### config.mk
export PLATFORM = sky130hd
export DESIGN_NAME = dsp_port
export DESIGN_NICKNAME = d
export VERILOG_FILES = /design/src/design/dsp_pkg.sv /design/src/design/dsp_sync.sv /design/src/design/dsp_port.sv
export SDC_FILE = /design/constraint.sdc
export NUM_CORES = 1
export LEC_CHECK = 0
export BUFFER_PORTS_ARGS = -buffer_cell sky130_fd_sc_hd__buf_2
export CORE_UTILIZATION = 45
export DETAILED_ROUTE_END_ITERATION = 6
export GPL_TIMING_DRIVEN = 0
export HOLD_SLACK_MARGIN = 0.03
export PLACE_DENSITY_LB_ADDON = 0.08
export SYNTH_ARGS = -nofsm -noshare
export SYNTH_HDL_FRONTEND = slang
export SYNTH_HIERARCHICAL = 1
export SYNTH_SLANG_ARGS = --single-unit
### constraint.sdc
create_clock -name clock -period 7.65 [get_ports clock]
set_input_delay 1.53 -clock clock [delete_from_list [all_inputs] [get_ports clock]]
set_output_delay 1.53 -clock clock [all_outputs]
set_load 0.05 [all_outputs]
### src/design/dsp_pkg.sv
package dsp_pkg;

  // ----------------------------------------------------------------
  // clocking and serial rates
  // ----------------------------------------------------------------
  localparam int unsigned CLK_HZ_DEF = 250_000_000;
  localparam int unsigned BAUD_921K6 = 921_600;
  localparam int unsigned BAUD_460K6 = 460_600;
  localparam int unsigned BAUD_115K2 = 115_200;
  localparam int unsigned BAUD_57K6 = 57_600;
  localparam int unsigned BAUD_38K4 = 38_400;
  localparam int unsigned BAUD_19K2 = 19_200;
  localparam int unsigned BAUD_9K6 = 9_600;
  localparam int unsigned SPI_SCK_MAX_HZ = 20_000_000;

  // ----------------------------------------------------------------
  // uart configuration codes and reset values
  // ----------------------------------------------------------------
  localparam logic [2:0] BSEL_921K6 = 3'h0;
  localparam logic [2:0] BSEL_460K6 = 3'h1;
  localparam logic [2:0] BSEL_115K2 = 3'h2;
  localparam logic [2:0] BSEL_57K6 = 3'h3;
  localparam logic [2:0] BSEL_38K4 = 3'h4;
  localparam logic [2:0] BSEL_19K2 = 3'h5;
  localparam logic [2:0] BSEL_9K6 = 3'h6;
  localparam logic [1:0] PAR_NONE = 2'h0;
  localparam logic [1:0] PAR_ODD = 2'h1;
  localparam logic [1:0] PAR_EVEN = 2'h2;
  localparam logic [2:0] BAUD_RST = BSEL_115K2;
  localparam logic [1:0] PAR_RST = PAR_EVEN;
  localparam logic STOP2_RST = 1'b0;
  localparam logic CTS_EN_RST = 1'b1;

  // ----------------------------------------------------------------
  // interrupt cause bit positions
  // ----------------------------------------------------------------
  localparam int IRQ_W = 8;
  localparam int IRQ_RX_FULL = 0;
  localparam int IRQ_TX_EMPTY = 1;
  localparam int IRQ_RX_ERR = 2;
  localparam int IRQ_PARITY = 3;
  localparam int IRQ_NO_STOP = 4;
  localparam int IRQ_EXT_PIN = 5;
  localparam int IRQ_CORE = 6;
  localparam int CORE_IRQ_W = 2;
  localparam int NPINS = 3;

  // ----------------------------------------------------------------
  // synchroniser lanes
  // ----------------------------------------------------------------
  localparam int SY_NSS = 0;
  localparam int SY_SCK = 1;
  localparam int SY_MOSI = 2;
  localparam int SY_PIN = 3;
  localparam int SY_W = 6;
  localparam logic [SY_W-1:0] SY_RST = 6'h01;

  // ----------------------------------------------------------------
  // types
  // ----------------------------------------------------------------
  typedef enum logic [2:0] {
    DET_BOTH = 3'b001,
    DET_SPI = 3'b010,
    DET_UART = 3'b100
  } dsp_det_t;

  typedef enum logic [4:0] {
    U_IDLE = 5'b00001,
    U_START = 5'b00010,
    U_DATA = 5'b00100,
    U_PAR = 5'b01000,
    U_STOP = 5'b10000
  } dsp_ust_t;

  typedef struct packed {
    logic [2:0] baud;
    logic [1:0] parity;
    logic two_stop;
    logic cts_en;
  } dsp_ucfg_t;

  typedef struct packed {
    logic [7:0] data;
    logic valid;
    logic from_uart;
  } dsp_rx_t;

  typedef struct packed {
    logic [NPINS-1:0] is_input;
    logic [NPINS-1:0][IRQ_W-1:0] mask;
  } dsp_map_t;

endpackage

### src/design/dsp_sync.sv
`timescale 1ns/10ps
// two-stage synchroniser, one lane per bit
module dsp_sync #(
  parameter int W = 1,
  parameter logic [W-1:0] RST_VAL = '0
) (
  input wire logic clock,
  input wire logic rst_n,
  input wire logic [W-1:0] d,
  output logic [W-1:0] q
);
  logic [2*W-1:0] st;
  logic [2*W-1:0] next_st;

  // first stage feeds only the second
  always_comb begin
    next_st = {st[W-1:0], d};
  end

  always_ff @(posedge clock) begin
    if (!rst_n) begin
      st <= {RST_VAL, RST_VAL};
    end else begin
      st <= next_st;
    end
  end

  assign q = st[2*W-1:W];
endmodule

### src/design/dsp_port.sv
`timescale 1ns/10ps
// Summary of operation
// - SPI and UART both listen after reset; first valid transaction locks out the other.
// - shared clock pin weakly pulled low; UART drives it, SPI makes it input.
// - SPI slave only, clock polarity zero, phase zero.
// - write is address then data byte; read is address then returned byte.
// - MOSI sampled on rising SCK, MISO changed on falling SCK.
// - transfer starts with select low; MISO released while select high.
// - SPI shifting follows host SCK, up to 20 MHz.
// - SPI transaction ends when select rises; no length field.
// - short SPI transaction still ends the command; missing parameters undefined; here at least one full byte is needed.
// - no start delay when awake; select fall in sleep requests wake-up.
// - busy high during sleep, init and start-up until standby reached.
// - UART rates 921.6k to 9.6k, 8 bits, parity, 1 or 2 stops, flow control.
// - UART resets to 115.2k, one stop, even parity, CTS flow, LSB first.
// - UART command ends when the supplied byte count has arrived.
// - UART events: receive full, transmit empty, parity and stop errors.
// - select/CTS, clock/RTS, MOSI/RX and MISO/TX share pins.
// - three pins, each mappable to any interrupt or used as external input.
// - busy pin always output; its fall signals ready for next command.
// - interrupt cause readable; cleared only by explicit clear command.
// - SPI returns status when no data queued; UART only on request.
// - busy high during every transaction and processing, low when ready; a UART transaction raises it only after its first byte.
// - a parameterless command is one opcode byte on either interface.
module dsp_port #(
  parameter int unsigned CLK_HZ = dsp_pkg::CLK_HZ_DEF
) (
  input wire logic clock,
  input wire logic rst_n,
  input wire logic spi_nss_in,
  input wire logic sck_in,
  output logic sck_out,
  output logic sck_oe,
  output logic sck_pull_low,
  input wire logic mosi_in,
  output logic miso_out,
  output logic miso_oe,
  output logic busy,
  input wire logic [dsp_pkg::NPINS-1:0] mp_pin_in,
  output logic [dsp_pkg::NPINS-1:0] mp_pin_out,
  output logic [dsp_pkg::NPINS-1:0] mp_pin_oe,
  input wire logic sleep_mode,
  input wire logic standby_reached,
  input wire logic core_busy,
  input wire logic [7:0] status_byte,
  input wire logic [7:0] tx_data,
  input wire logic tx_load,
  output logic tx_ready,
  output dsp_pkg::dsp_rx_t rx,
  input wire logic [7:0] cmd_len,
  output logic cmd_done,
  output logic wake_req,
  input wire dsp_pkg::dsp_ucfg_t ucfg_in,
  input wire logic ucfg_load,
  input wire dsp_pkg::dsp_map_t map_in,
  input wire logic map_load,
  input wire logic [dsp_pkg::IRQ_W-1:0] clr_mask,
  input wire logic clr_load,
  input wire logic [dsp_pkg::CORE_IRQ_W-1:0] core_irq,
  output logic [dsp_pkg::IRQ_W-1:0] irq_cause,
  output dsp_pkg::dsp_det_t det_mode
);
  import dsp_pkg::*;

  // ----------------------------------------------------------------
  // baud divisors, one bit time minus one
  // ----------------------------------------------------------------
  localparam logic [6:0][15:0] DIVS = {
    16'(CLK_HZ / BAUD_9K6 - 1), 16'(CLK_HZ / BAUD_19K2 - 1),
    16'(CLK_HZ / BAUD_38K4 - 1), 16'(CLK_HZ / BAUD_57K6 - 1),
    16'(CLK_HZ / BAUD_115K2 - 1), 16'(CLK_HZ / BAUD_460K6 - 1),
    16'(CLK_HZ / BAUD_921K6 - 1)};

  typedef struct packed {
    dsp_det_t det;
    logic [SY_W-1:0] prev;
    logic spi_act;
    logic [2:0] spi_bit;
    logic [7:0] spi_rx;
    logic [7:0] spi_tx;
    logic [7:0] spi_cnt;
    logic pend;
    logic [7:0] pend_d;
    dsp_ust_t urx;
    logic [15:0] urx_div;
    logic [2:0] urx_bit;
    logic [7:0] urx_sh;
    logic urx_perr;
    logic [7:0] ucnt;
    logic len_chk;
    dsp_ust_t utx;
    logic [15:0] utx_div;
    logic [2:0] utx_bit;
    logic [7:0] utx_sh;
    logic utx_stop2;
    dsp_ucfg_t cfg;
    logic [IRQ_W-1:0] cause;
    dsp_map_t map;
    logic txn;
    logic [1:0] hold;
    logic busy;
    logic sck_out;
    logic sck_oe;
    logic sck_pull;
    logic miso_out;
    logic miso_oe;
    dsp_rx_t rx;
    logic cmd_done;
    logic wake;
    logic [NPINS-1:0] pin_out;
  } dsp_state_t;

  dsp_state_t st;
  dsp_state_t next_st;
  logic [SY_W-1:0] sy;
  logic [IRQ_W-1:0] ev;
  logic [15:0] div;
  logic nss_fall;
  logic nss_rise;
  logic sck_rise;
  logic sck_fall;
  logic rx_fall;
  logic spi_on;
  logic uart_on;

  // ----------------------------------------------------------------
  // pin synchronisers
  // ----------------------------------------------------------------
  dsp_sync #(.W(SY_W), .RST_VAL(SY_RST)) u_sync (
    .clock(clock),
    .rst_n(rst_n),
    .d({mp_pin_in, mosi_in, sck_in, spi_nss_in}),
    .q(sy)
  );

  // edges from the synchronised copies
  assign nss_fall = st.prev[SY_NSS] && !sy[SY_NSS];
  assign nss_rise = !st.prev[SY_NSS] && sy[SY_NSS];
  assign sck_rise = !st.prev[SY_SCK] && sy[SY_SCK];
  assign sck_fall = st.prev[SY_SCK] && !sy[SY_SCK];
  assign rx_fall = st.prev[SY_MOSI] && !sy[SY_MOSI];
  assign spi_on = st.det != DET_UART;
  assign uart_on = st.det != DET_SPI;
  assign div = DIVS[(st.cfg.baud > BSEL_9K6) ? BSEL_9K6 : st.cfg.baud];

  // ----------------------------------------------------------------
  // next state
  // ----------------------------------------------------------------
  always_comb begin
    next_st = st;
    ev = '0;
    next_st.prev = sy;
    next_st.rx.valid = 1'b0;
    next_st.cmd_done = 1'b0;
    next_st.wake = 1'b0;
    next_st.len_chk = 1'b0;
    if (st.hold != 2'h0) begin
      next_st.hold = st.hold - 2'h1;
    end

    // configuration strobes from the command decoder
    if (ucfg_load) begin
      next_st.cfg = ucfg_in;
    end
    if (map_load) begin
      next_st.map = map_in;
    end
    if (tx_load && !st.pend) begin
      next_st.pend = 1'b1;
      next_st.pend_d = tx_data;
    end

    // wake-up request on select fall while asleep
    if (nss_fall && sleep_mode) begin
      next_st.wake = 1'b1;
    end

    // spi slave, mode 0, msb first
    if (spi_on) begin
      if (nss_fall) begin
        next_st.spi_act = 1'b1;
        next_st.spi_bit = 3'h0;
        next_st.spi_cnt = 8'h00;
        next_st.txn = 1'b1;
        next_st.spi_tx = st.pend ? st.pend_d : status_byte;
        next_st.miso_out = st.pend ? st.pend_d[7] : status_byte[7];
        next_st.pend = next_st.pend && !st.pend; // a load in this cycle survives
      end else if (st.spi_act && nss_rise) begin
        next_st.spi_act = 1'b0;
        next_st.txn = 1'b0;
        next_st.hold = 2'h2;
        next_st.cmd_done = st.spi_cnt != 8'h00;
      end else if (st.spi_act && sck_rise) begin
        next_st.spi_rx = {st.spi_rx[6:0], sy[SY_MOSI]};
        next_st.spi_bit = st.spi_bit + 3'h1;
        if (st.spi_bit == 3'h7) begin
          next_st.rx = '{data: {st.spi_rx[6:0], sy[SY_MOSI]}, valid: 1'b1, from_uart: 1'b0};
          next_st.spi_cnt = st.spi_cnt + 8'h01;
          next_st.det = DET_SPI;
        end
      end else if (st.spi_act && sck_fall) begin
        if (st.spi_bit == 3'h0) begin
          next_st.spi_tx = st.pend ? st.pend_d : status_byte;
          next_st.miso_out = st.pend ? st.pend_d[7] : status_byte[7];
          next_st.pend = next_st.pend && !st.pend;
        end else begin
          next_st.spi_tx = {st.spi_tx[6:0], 1'b0};
          next_st.miso_out = st.spi_tx[6];
        end
      end
      next_st.miso_oe = next_st.spi_act;
    end

    // uart receiver, lsb first
    if (uart_on) begin
      unique case (st.urx)
        U_IDLE: begin
          if (rx_fall) begin
            next_st.urx = U_START;
            next_st.urx_div = {1'b0, div[15:1]};
          end
        end
        U_START: begin
          if (st.urx_div != 16'h0000) begin
            next_st.urx_div = st.urx_div - 16'h0001;
          end else if (!sy[SY_MOSI]) begin
            next_st.urx = U_DATA;
            next_st.urx_div = div;
            next_st.urx_bit = 3'h0;
            next_st.urx_perr = 1'b0;
          end else begin
            next_st.urx = U_IDLE;
          end
        end
        U_DATA: begin
          if (st.urx_div != 16'h0000) begin
            next_st.urx_div = st.urx_div - 16'h0001;
          end else begin
            next_st.urx_sh = {sy[SY_MOSI], st.urx_sh[7:1]};
            next_st.urx_bit = st.urx_bit + 3'h1;
            next_st.urx_div = div;
            if (st.urx_bit == 3'h7) begin
              next_st.urx = (st.cfg.parity == PAR_NONE) ? U_STOP : U_PAR;
            end
          end
        end
        U_PAR: begin
          if (st.urx_div != 16'h0000) begin
            next_st.urx_div = st.urx_div - 16'h0001;
          end else begin
            next_st.urx_perr = (^st.urx_sh ^ sy[SY_MOSI]) != (st.cfg.parity == PAR_ODD);
            next_st.urx_div = div;
            next_st.urx = U_STOP;
          end
        end
        U_STOP: begin
          if (st.urx_div != 16'h0000) begin
            next_st.urx_div = st.urx_div - 16'h0001;
          end else begin
            next_st.urx = U_IDLE;
            next_st.rx = '{data: st.urx_sh, valid: 1'b1, from_uart: 1'b1};
            next_st.ucnt = st.ucnt + 8'h01;
            next_st.len_chk = 1'b1;
            next_st.txn = 1'b1;
            ev[IRQ_RX_FULL] = 1'b1;
            ev[IRQ_PARITY] = st.urx_perr;
            ev[IRQ_NO_STOP] = !sy[SY_MOSI];
            ev[IRQ_RX_ERR] = st.urx_perr || !sy[SY_MOSI];
            if (sy[SY_MOSI] && !st.urx_perr) begin
              next_st.det = DET_UART;
            end
          end
        end
        default: next_st.urx = U_IDLE;
      endcase
    end

    // uart command length reached one cycle after the byte
    if (st.len_chk && st.ucnt == cmd_len) begin
      next_st.cmd_done = 1'b1;
      next_st.ucnt = 8'h00;
      next_st.txn = 1'b0;
      next_st.hold = 2'h2;
    end

    // uart transmitter, gated by clear-to-send
    if (st.det == DET_UART) begin
      unique case (st.utx)
        U_IDLE: begin
          next_st.miso_out = 1'b1;
          if (st.pend && (!st.cfg.cts_en || !sy[SY_NSS])) begin
            next_st.utx = U_START;
            next_st.miso_out = 1'b0;
            next_st.utx_div = div;
            next_st.utx_sh = st.pend_d;
            next_st.pend = 1'b0;
          end
        end
        U_START: begin
          if (st.utx_div != 16'h0000) begin
            next_st.utx_div = st.utx_div - 16'h0001;
          end else begin
            next_st.utx = U_DATA;
            next_st.miso_out = st.utx_sh[0];
            next_st.utx_bit = 3'h0;
            next_st.utx_div = div;
          end
        end
        U_DATA: begin
          if (st.utx_div != 16'h0000) begin
            next_st.utx_div = st.utx_div - 16'h0001;
          end else begin
            next_st.utx_div = div;
            if (st.utx_bit == 3'h7) begin
              next_st.utx = (st.cfg.parity == PAR_NONE) ? U_STOP : U_PAR;
              next_st.miso_out = (st.cfg.parity == PAR_NONE) ? 1'b1 :
                                 (^st.utx_sh ^ (st.cfg.parity == PAR_ODD));
              next_st.utx_stop2 = st.cfg.two_stop;
            end else begin
              next_st.utx_sh = {st.utx_sh[0], st.utx_sh[7:1]}; // rotate keeps parity of the frame byte
              next_st.miso_out = st.utx_sh[1];
              next_st.utx_bit = st.utx_bit + 3'h1;
            end
          end
        end
        U_PAR: begin
          if (st.utx_div != 16'h0000) begin
            next_st.utx_div = st.utx_div - 16'h0001;
          end else begin
            next_st.utx = U_STOP;
            next_st.miso_out = 1'b1;
            next_st.utx_div = div;
          end
        end
        U_STOP: begin
          if (st.utx_div != 16'h0000) begin
            next_st.utx_div = st.utx_div - 16'h0001;
          end else if (st.utx_stop2) begin
            next_st.utx_stop2 = 1'b0;
            next_st.utx_div = div;
          end else begin
            next_st.utx = U_IDLE;
            ev[IRQ_TX_EMPTY] = 1'b1;
          end
        end
        default: next_st.utx = U_IDLE;
      endcase
      next_st.miso_oe = 1'b1;
    end

    // shared clock / request-to-send pin
    unique case (next_st.det)
      DET_BOTH: begin
        next_st.sck_oe = 1'b0;
        next_st.sck_pull = 1'b1;
        next_st.sck_out = 1'b0;
      end
      DET_SPI: begin
        next_st.sck_oe = 1'b0;
        next_st.sck_pull = 1'b0;
        next_st.sck_out = 1'b0;
      end
      DET_UART: begin
        next_st.sck_oe = 1'b1;
        next_st.sck_pull = 1'b0;
        next_st.sck_out = core_busy;
      end
      default: next_st.det = DET_BOTH;
    endcase

    // external interrupt from pins set as inputs
    ev[IRQ_EXT_PIN] = |(st.map.is_input & sy[SY_PIN+:NPINS] & ~st.prev[SY_PIN+:NPINS]);
    ev[IRQ_CORE+:CORE_IRQ_W] = core_irq;

    // sticky cause bits, a new event beats the clear
    next_st.cause = (st.cause & ~(clr_load ? clr_mask : '0)) | ev;
    for (int i = 0; i < NPINS; i++) begin
      next_st.pin_out[i] = |(next_st.cause & st.map.mask[i]);
    end

    // busy covers start-up, sleep, transactions and processing
    next_st.busy = !standby_reached || sleep_mode || next_st.txn || core_busy ||
                   (next_st.hold != 2'h0);
  end

  // ----------------------------------------------------------------
  // state register
  // ----------------------------------------------------------------
  always_ff @(posedge clock) begin
    if (!rst_n) begin
      st <= '0;
      st.det <= DET_BOTH;
      st.prev <= SY_RST;
      st.urx <= U_IDLE;
      st.utx <= U_IDLE;
      st.cfg <= '{baud: BAUD_RST, parity: PAR_RST, two_stop: STOP2_RST, cts_en: CTS_EN_RST};
      st.busy <= 1'b1;
      st.sck_pull <= 1'b1;
      st.miso_out <= 1'b1;
    end else begin
      st <= next_st;
    end
  end

  // ----------------------------------------------------------------
  // outputs, all straight from the state register
  // ----------------------------------------------------------------
  assign sck_out = st.sck_out;
  assign sck_oe = st.sck_oe;
  assign sck_pull_low = st.sck_pull;
  assign miso_out = st.miso_out;
  assign miso_oe = st.miso_oe;
  assign busy = st.busy;
  assign mp_pin_out = st.pin_out;
  assign mp_pin_oe = ~st.map.is_input;
  assign tx_ready = !st.pend;
  assign rx = st.rx;
  assign cmd_done = st.cmd_done;
  assign wake_req = st.wake;
  assign irq_cause = st.cause;
  assign det_mode = st.det;
endmodule

; Word level (Yosys, flattened, before mapping)
; Memories as Yosys holds them, arrays and structs flattened.
; Index checks and enable logic that the tools add are counted.
[word_totals]
n_memories = 1
rom_bits = 128
in_bits = 83
ff_bits = 198
out_inout_bits = 36
[mem_list]
columns = memory, depth, word_bits, read_ports, rd_clocked_by_memory_dff, write_ports, line
row1 = (name not given), 8, 16, 1, 0, 0, dsp_port.sv:144  ; assign div = DIVS[(st.cfg.baud > BSEL_9K6) ? BSEL_9K6 : st.cfg.baud];
[op_classes]
addsub = 8
n_eq_ne = 42
n_lt_le_gt_ge = 2
mux = 119
reduce_logical = 75
bitwise = 16
[ops]
columns = operator, n
row1 = 16-bit 2-to-1 mux, 8
row2 = 8-bit 2-to-1 mux, 8
row3 = 16-bit one-hot mux with 4 select lines, 1
row4 = 10-bit 2-to-1 mux, 6
row5 = 5-bit 2-to-1 mux, 12
row6 = 3-bit 2-to-1 mux, 19
row7 = 5-bit one-hot mux with 5 select lines, 2
row8 = 16-bit one-hot mux with 3 select lines, 1
row9 = 11-bit 2-to-1 mux, 4
row10 = 21-bit 2-to-1 mux, 2
row11 = 1-bit 2-to-1 mux, 40
row12 = 2-bit != test (second input constant), 18
row13 = 8-bit bitwise AND, 4
row14 = 16-bit nonzero test, 2
row15 = 16-bit by 1-bit subtractor with 16-bit output (second input constant), 2
row16 = 5-bit AND reduction, 6
row17 = 28-bit 2-to-1 mux, 1
row18 = 8-bit OR reduction, 3
row19 = 2-bit nonzero test, 11
row20 = 19-bit 2-to-1 mux, 1
row21 = 8-bit by 1-bit adder with 8-bit output (second input constant), 2
row22 = 8-bit one-hot mux with 2 select lines, 1
row23 = 4-bit AND reduction, 4
row24 = 8-bit parity, 2
row25 = 46 further kinds, 102

; Longest topological paths before layout
[logic_depth]
depth_word = 14
ltp_mapped = 10

; Hierarchy
; The synthesis kept the hierarchy.
[by_module_without_submodules]
columns = mod, instances, area_each_um2, seq_area_each_um2, cells_each
row1 = dsp_port, 1, 9586.7, 3703.6, 1170
row2 = dsp_sync, 1, 379.1, 240.2, 31

; Worst setup path after synthesis
; Ideal clock, no wire load.
[synth_timing]
path_kind = input to register
from = input map_load
to = register st[24] (netlist bit)
arrival_ns = 2.652
slack_ns = 4.870
setup_ns = 0.128
path_stages = 4
path_cell_list = clkbuf_1 buf_1 mux2i_1 nor2_1
[synth_lines]
columns = element, line
row1 = "start, declared", dsp_port.sv:56  ; input wire logic map_load,
row2 = "end signal, assigned", dsp_port.sv:401  ; st <= next_st;
row3 = "end, declared", dsp_port.sv:113  ; dsp_state_t st;

; Final worst setup path
[layout_timing]
from = register st[149] (netlist bit)
to = output tx_ready
[layout_via]
elab_chain_len = 1
[layout_rtl]
columns = element, line
row1 = 1-bit zero test, dsp_port.sv:416  ; assign tx_ready = !st.pend;
row2 = "end, declared", dsp_port.sv:48  ; output logic tx_ready,
; Every way passes these cells.

==> out/summary.md <==
The run finished with clean final reports. Clock-pin slew was measured on the worst setup and hold paths at 70 ps. The floorplan has 54 rows.

The die is 151 um tall. Of all flip-flops after synthesis, the portion carrying an async set or reset was 0%. The tools report the maximum operating frequency as 0.310 GHz. The number of DRC violations after detailed-routing iteration 0 is 591, and the count of TritonRoute iterations in the first routing pass is 5. The switching power came out at 802 uW.

Setup repair after global routing left no endpoint under its margin. The worst voltage drop across the vdd grid is 0.000164 V, and the remaining number of nets flagged by the antenna check after routing is 0. Summed over all failing endpoints, the final setup total negative slack is 0 ps. The global router's overall resource usage is 24.8%, and the number of port buffers is 116.

The worst setup path is launched from a flop. Dividing the detail-routed wire length by the instance count gives 17.1 um. The tools report the type of element capturing the critical path as a primary output. Starting utilization of the core area: 45.8%.

The logs give 0 for the max-cap violation count and 2510 uW for the total power draw. Combinational logic burns 20.0% of the power. For this design, the CTS-stage hold fixing added 0 buffers. For this run, design rule violations remaining after detail routing come to 0. Antenna cell count: 0. Once detailed placement completed, the half-perimeter wirelength came to 20.7 mm. The critical path in this run is classified as reg2out.

The sequential fraction of design power was 43.9%. By area the synthesized netlist is led by dfxtp_1 (40%), mux2i_1 (6.7%), nor2_1 (5.4%). The tools report the maximum buffer depth of the clock tree as 2. The run gives 8254 as the number of global-route vias before repair. The clock reaches the later pin of the worst-skew pair after 430 ps. The final count of pins violating max slew is 0. The worst hold margin came out at 422 ps. The congestion estimate from routability-driven global placement came to 0.911. The total placed cells including tap cells was 1597; the layout overhead on the synthesized area was 15.3%. The tools report the total wirelength of the detailed-routed design as 27.8 mm. The static power due to leakage came out at 0.00468 uW. The type of the most critical hold path is reg2reg. TritonCTS built the clock tree.

The top flip-flop cell by instance count after synthesis was dfxtp_1. At the worst endpoint, the required time is 6120 ps. After clock tree synthesis, the repair step resized 0 gates.

The die covers 22700 sq um. The logs give 1305 for the number of nets in the synthesized netlist and 0 for the initial antenna violation count. Subtracting the final worst setup slack from the clock period gives 3220 ps. In this run the count of I/O pins placed on the die edge is 119. The first global-routing pass estimated 43.8 mm of wire. In this run the clock root is driven by a clkbuf_16. Yosys mapped a number of flops with a built-in enable equal to 0. The maximum number of pins on one net before global-route repair is 20, and the number of storage elements in the synthesis netlist is 197. The final period utilization was 42.1%; the share of layout cells above drive strength 1 was 16.2%.

The hold violation count in the final report was 0; the slew of the pin with the lowest slew margin was 1000 ps. The tools report the total of warnings raised by yosys as 6. The worst pin sits at a relative slew slack of 32.9%.

After the last flow step, the layout net total stands at 1440. The number of setup buffers added after CTS is 0. Synthesis handed over a netlist of 1201 instances. Using the TritonRoute via totals, the vias-per-cell ratio works out to 5.53. The internal portion of the total power is 1710 uW. In this run the horizontal extent of the chip is 151 um.

The tools report the number of H-tree levels as 4. For this run the aggregate overflow at the end of global routing stands at 0. The clock arrives with 11.2 ps of skew. The placeable core area is 21800 sq um.

For the arrival time of data at the critical path endpoint, the log shows 1690 ps. Setup violations remaining at the end of the flow were counted as 0. The net switching fraction of the power is 31.9%, and the sink count of the clock tree is 197.

Averaged over all synthesized cells, the footprint is 8.30 sq um. For this block, the via count after detailed routing is 8997. The number of different library cells used by synthesis comes to 78.

TritonCTS created 17 clock buffers. Area of the mapped netlist: 9970 sq um. The cell type with the largest total area after synthesis was dfxtp_1. For the final cell count without fillers, the log shows 1628.

The share of the Yosys chip area taken by registers is 39.6%. The maximum fanout along the worst path is 10, and the fraction of post-synthesis cell area in the top cell type by area is 39.6%. The portion of total power attributed to the clock network was 36.2%; the power per cell area was 219 nW/um^2.
## cells by family after synthesis
family | count (synthesis) | share of synthesized area (%)
flops | 197 | 39.6
compound gates | 287 | 18.8
buf+inv | 120 | 5.93
mux | 69 | 6.96
xor+xnor | 35 | 3.08
simple gates | 471 | 23.0
fa+ha+maj | 22 | 2.74
## stage by stage
stage | util [%] | worst slack (ps) | area [sq um]
6_report | 52.8 | 4430 | 11500
5_1_grt | 52.8 | 4270 | 11500
4_1_cts | 52.8 | 4400 | 11500
3_5_place_dp | 50.1 | 4080 | 10900
3_3_place_gp | 50.1 | 4070 | 10900
2_1_floorplan | - | 4870 | 9970
## synth_stat cells (5+ instances only)
library cell / count
nor3_1: 32
a22o_1: 8
dfxtp_1: 197
xor2_1: 12
nand2b_1: 16
a311oi_1: 8
ha_1: 21
nand4_1: 13
a21oi_1: 100
mux2i_1: 67
inv_1: 23
nor2_1: 143
nand2_1: 131
and2_2: 6
o32ai_1: 10
o22ai_1: 11
nand3_1: 26
and3_1: 7
buf_4: 30
clkbuf_1: 46
o21ai_1: 13
o211ai_1: 11
or3_1: 14
nor4_1: 13
a32o_1: 9
and2_1: 15
a211oi_1: 18
a22oi_1: 6
nor2b_1: 9
o21ai_0: 41
buf_2: 10
a31oi_1: 5
or2_2: 6
o31ai_1: 5
nand3b_1: 9
buf_1: 9
xnor2_1: 23
## power by group through the flow
stage / logic, uW / registers, uW / clock network [uW]
4_1_cts: 496 / 1100 / 928
6_report: 502 / 1100 / 910
3_5_place_dp: 494 / 1130 / 0
3_3_place_gp: 493 / 1130 / 0
5_1_grt: 550 / 1110 / 971
2_1_floorplan: 355 / 1120 / 0
## state kept, by name (all words and copies together), names as in the netlist
name,flops
cmd_done,1
rx,10
sck_out,1
mp_pin_out,3
sck_oe,1
sck_pull_low,1
busy,1
miso_out,1
miso_oe,1
st,153
wake_req,1
irq_cause,8
det_mode,3
u_sync/st,12
## area by class of cell
cell class | instances | area [sq um]
Clock buffer | 17 | 425
Buffer | 97 | 504
Fill cell | 2142 | 10300
Clock inverter | 14 | 164
Inverter | 23 | 86.3
Timing Repair Buffer | 116 | 581
Sequential cell | 197 | 3940
Multi-Input combinational cell | 884 | 5430
Tap cell | 280 | 350
## routing by layer
metal  share of wire, %  wire (um)  global-route usage [%]
met5                  0          0                       0
met4                1.4        392                    6.60
met3                6.0       1680                    4.85
met2                 45      12600                    39.9
met1                 47      13100                    33.8
## final timing paths
check	from	to	slack, ps	cells after the start
hold / removal	st[21]	st[21]	420	1
setup / recovery	st[149]	tx_ready	4430	3
hold reg to reg	st[21]	st[21]	420	1
setup reg to reg	st[124]	st[121]	4560	8
## placed cells by master, fill, tap and decap left out, drive strengths merged, types with 16 or more instances in the layout
cell type,instances
o21ai,54
xnor2,23
dfxtp,197
nor2,144
nor3,34
nand3,26
a21oi,100
inv,30
ha,21
buf,167
mux2i,67
clkbuf,63
nand2,131
and2,22
nand2b,16
a211oi,18
## worst max-delay path: stages (launching register included)
cell,delay [ps]
dfxtp_1,380
buf_1,520
inv_1,120
buf_2,240
Power figures use the tool's default switching activity.
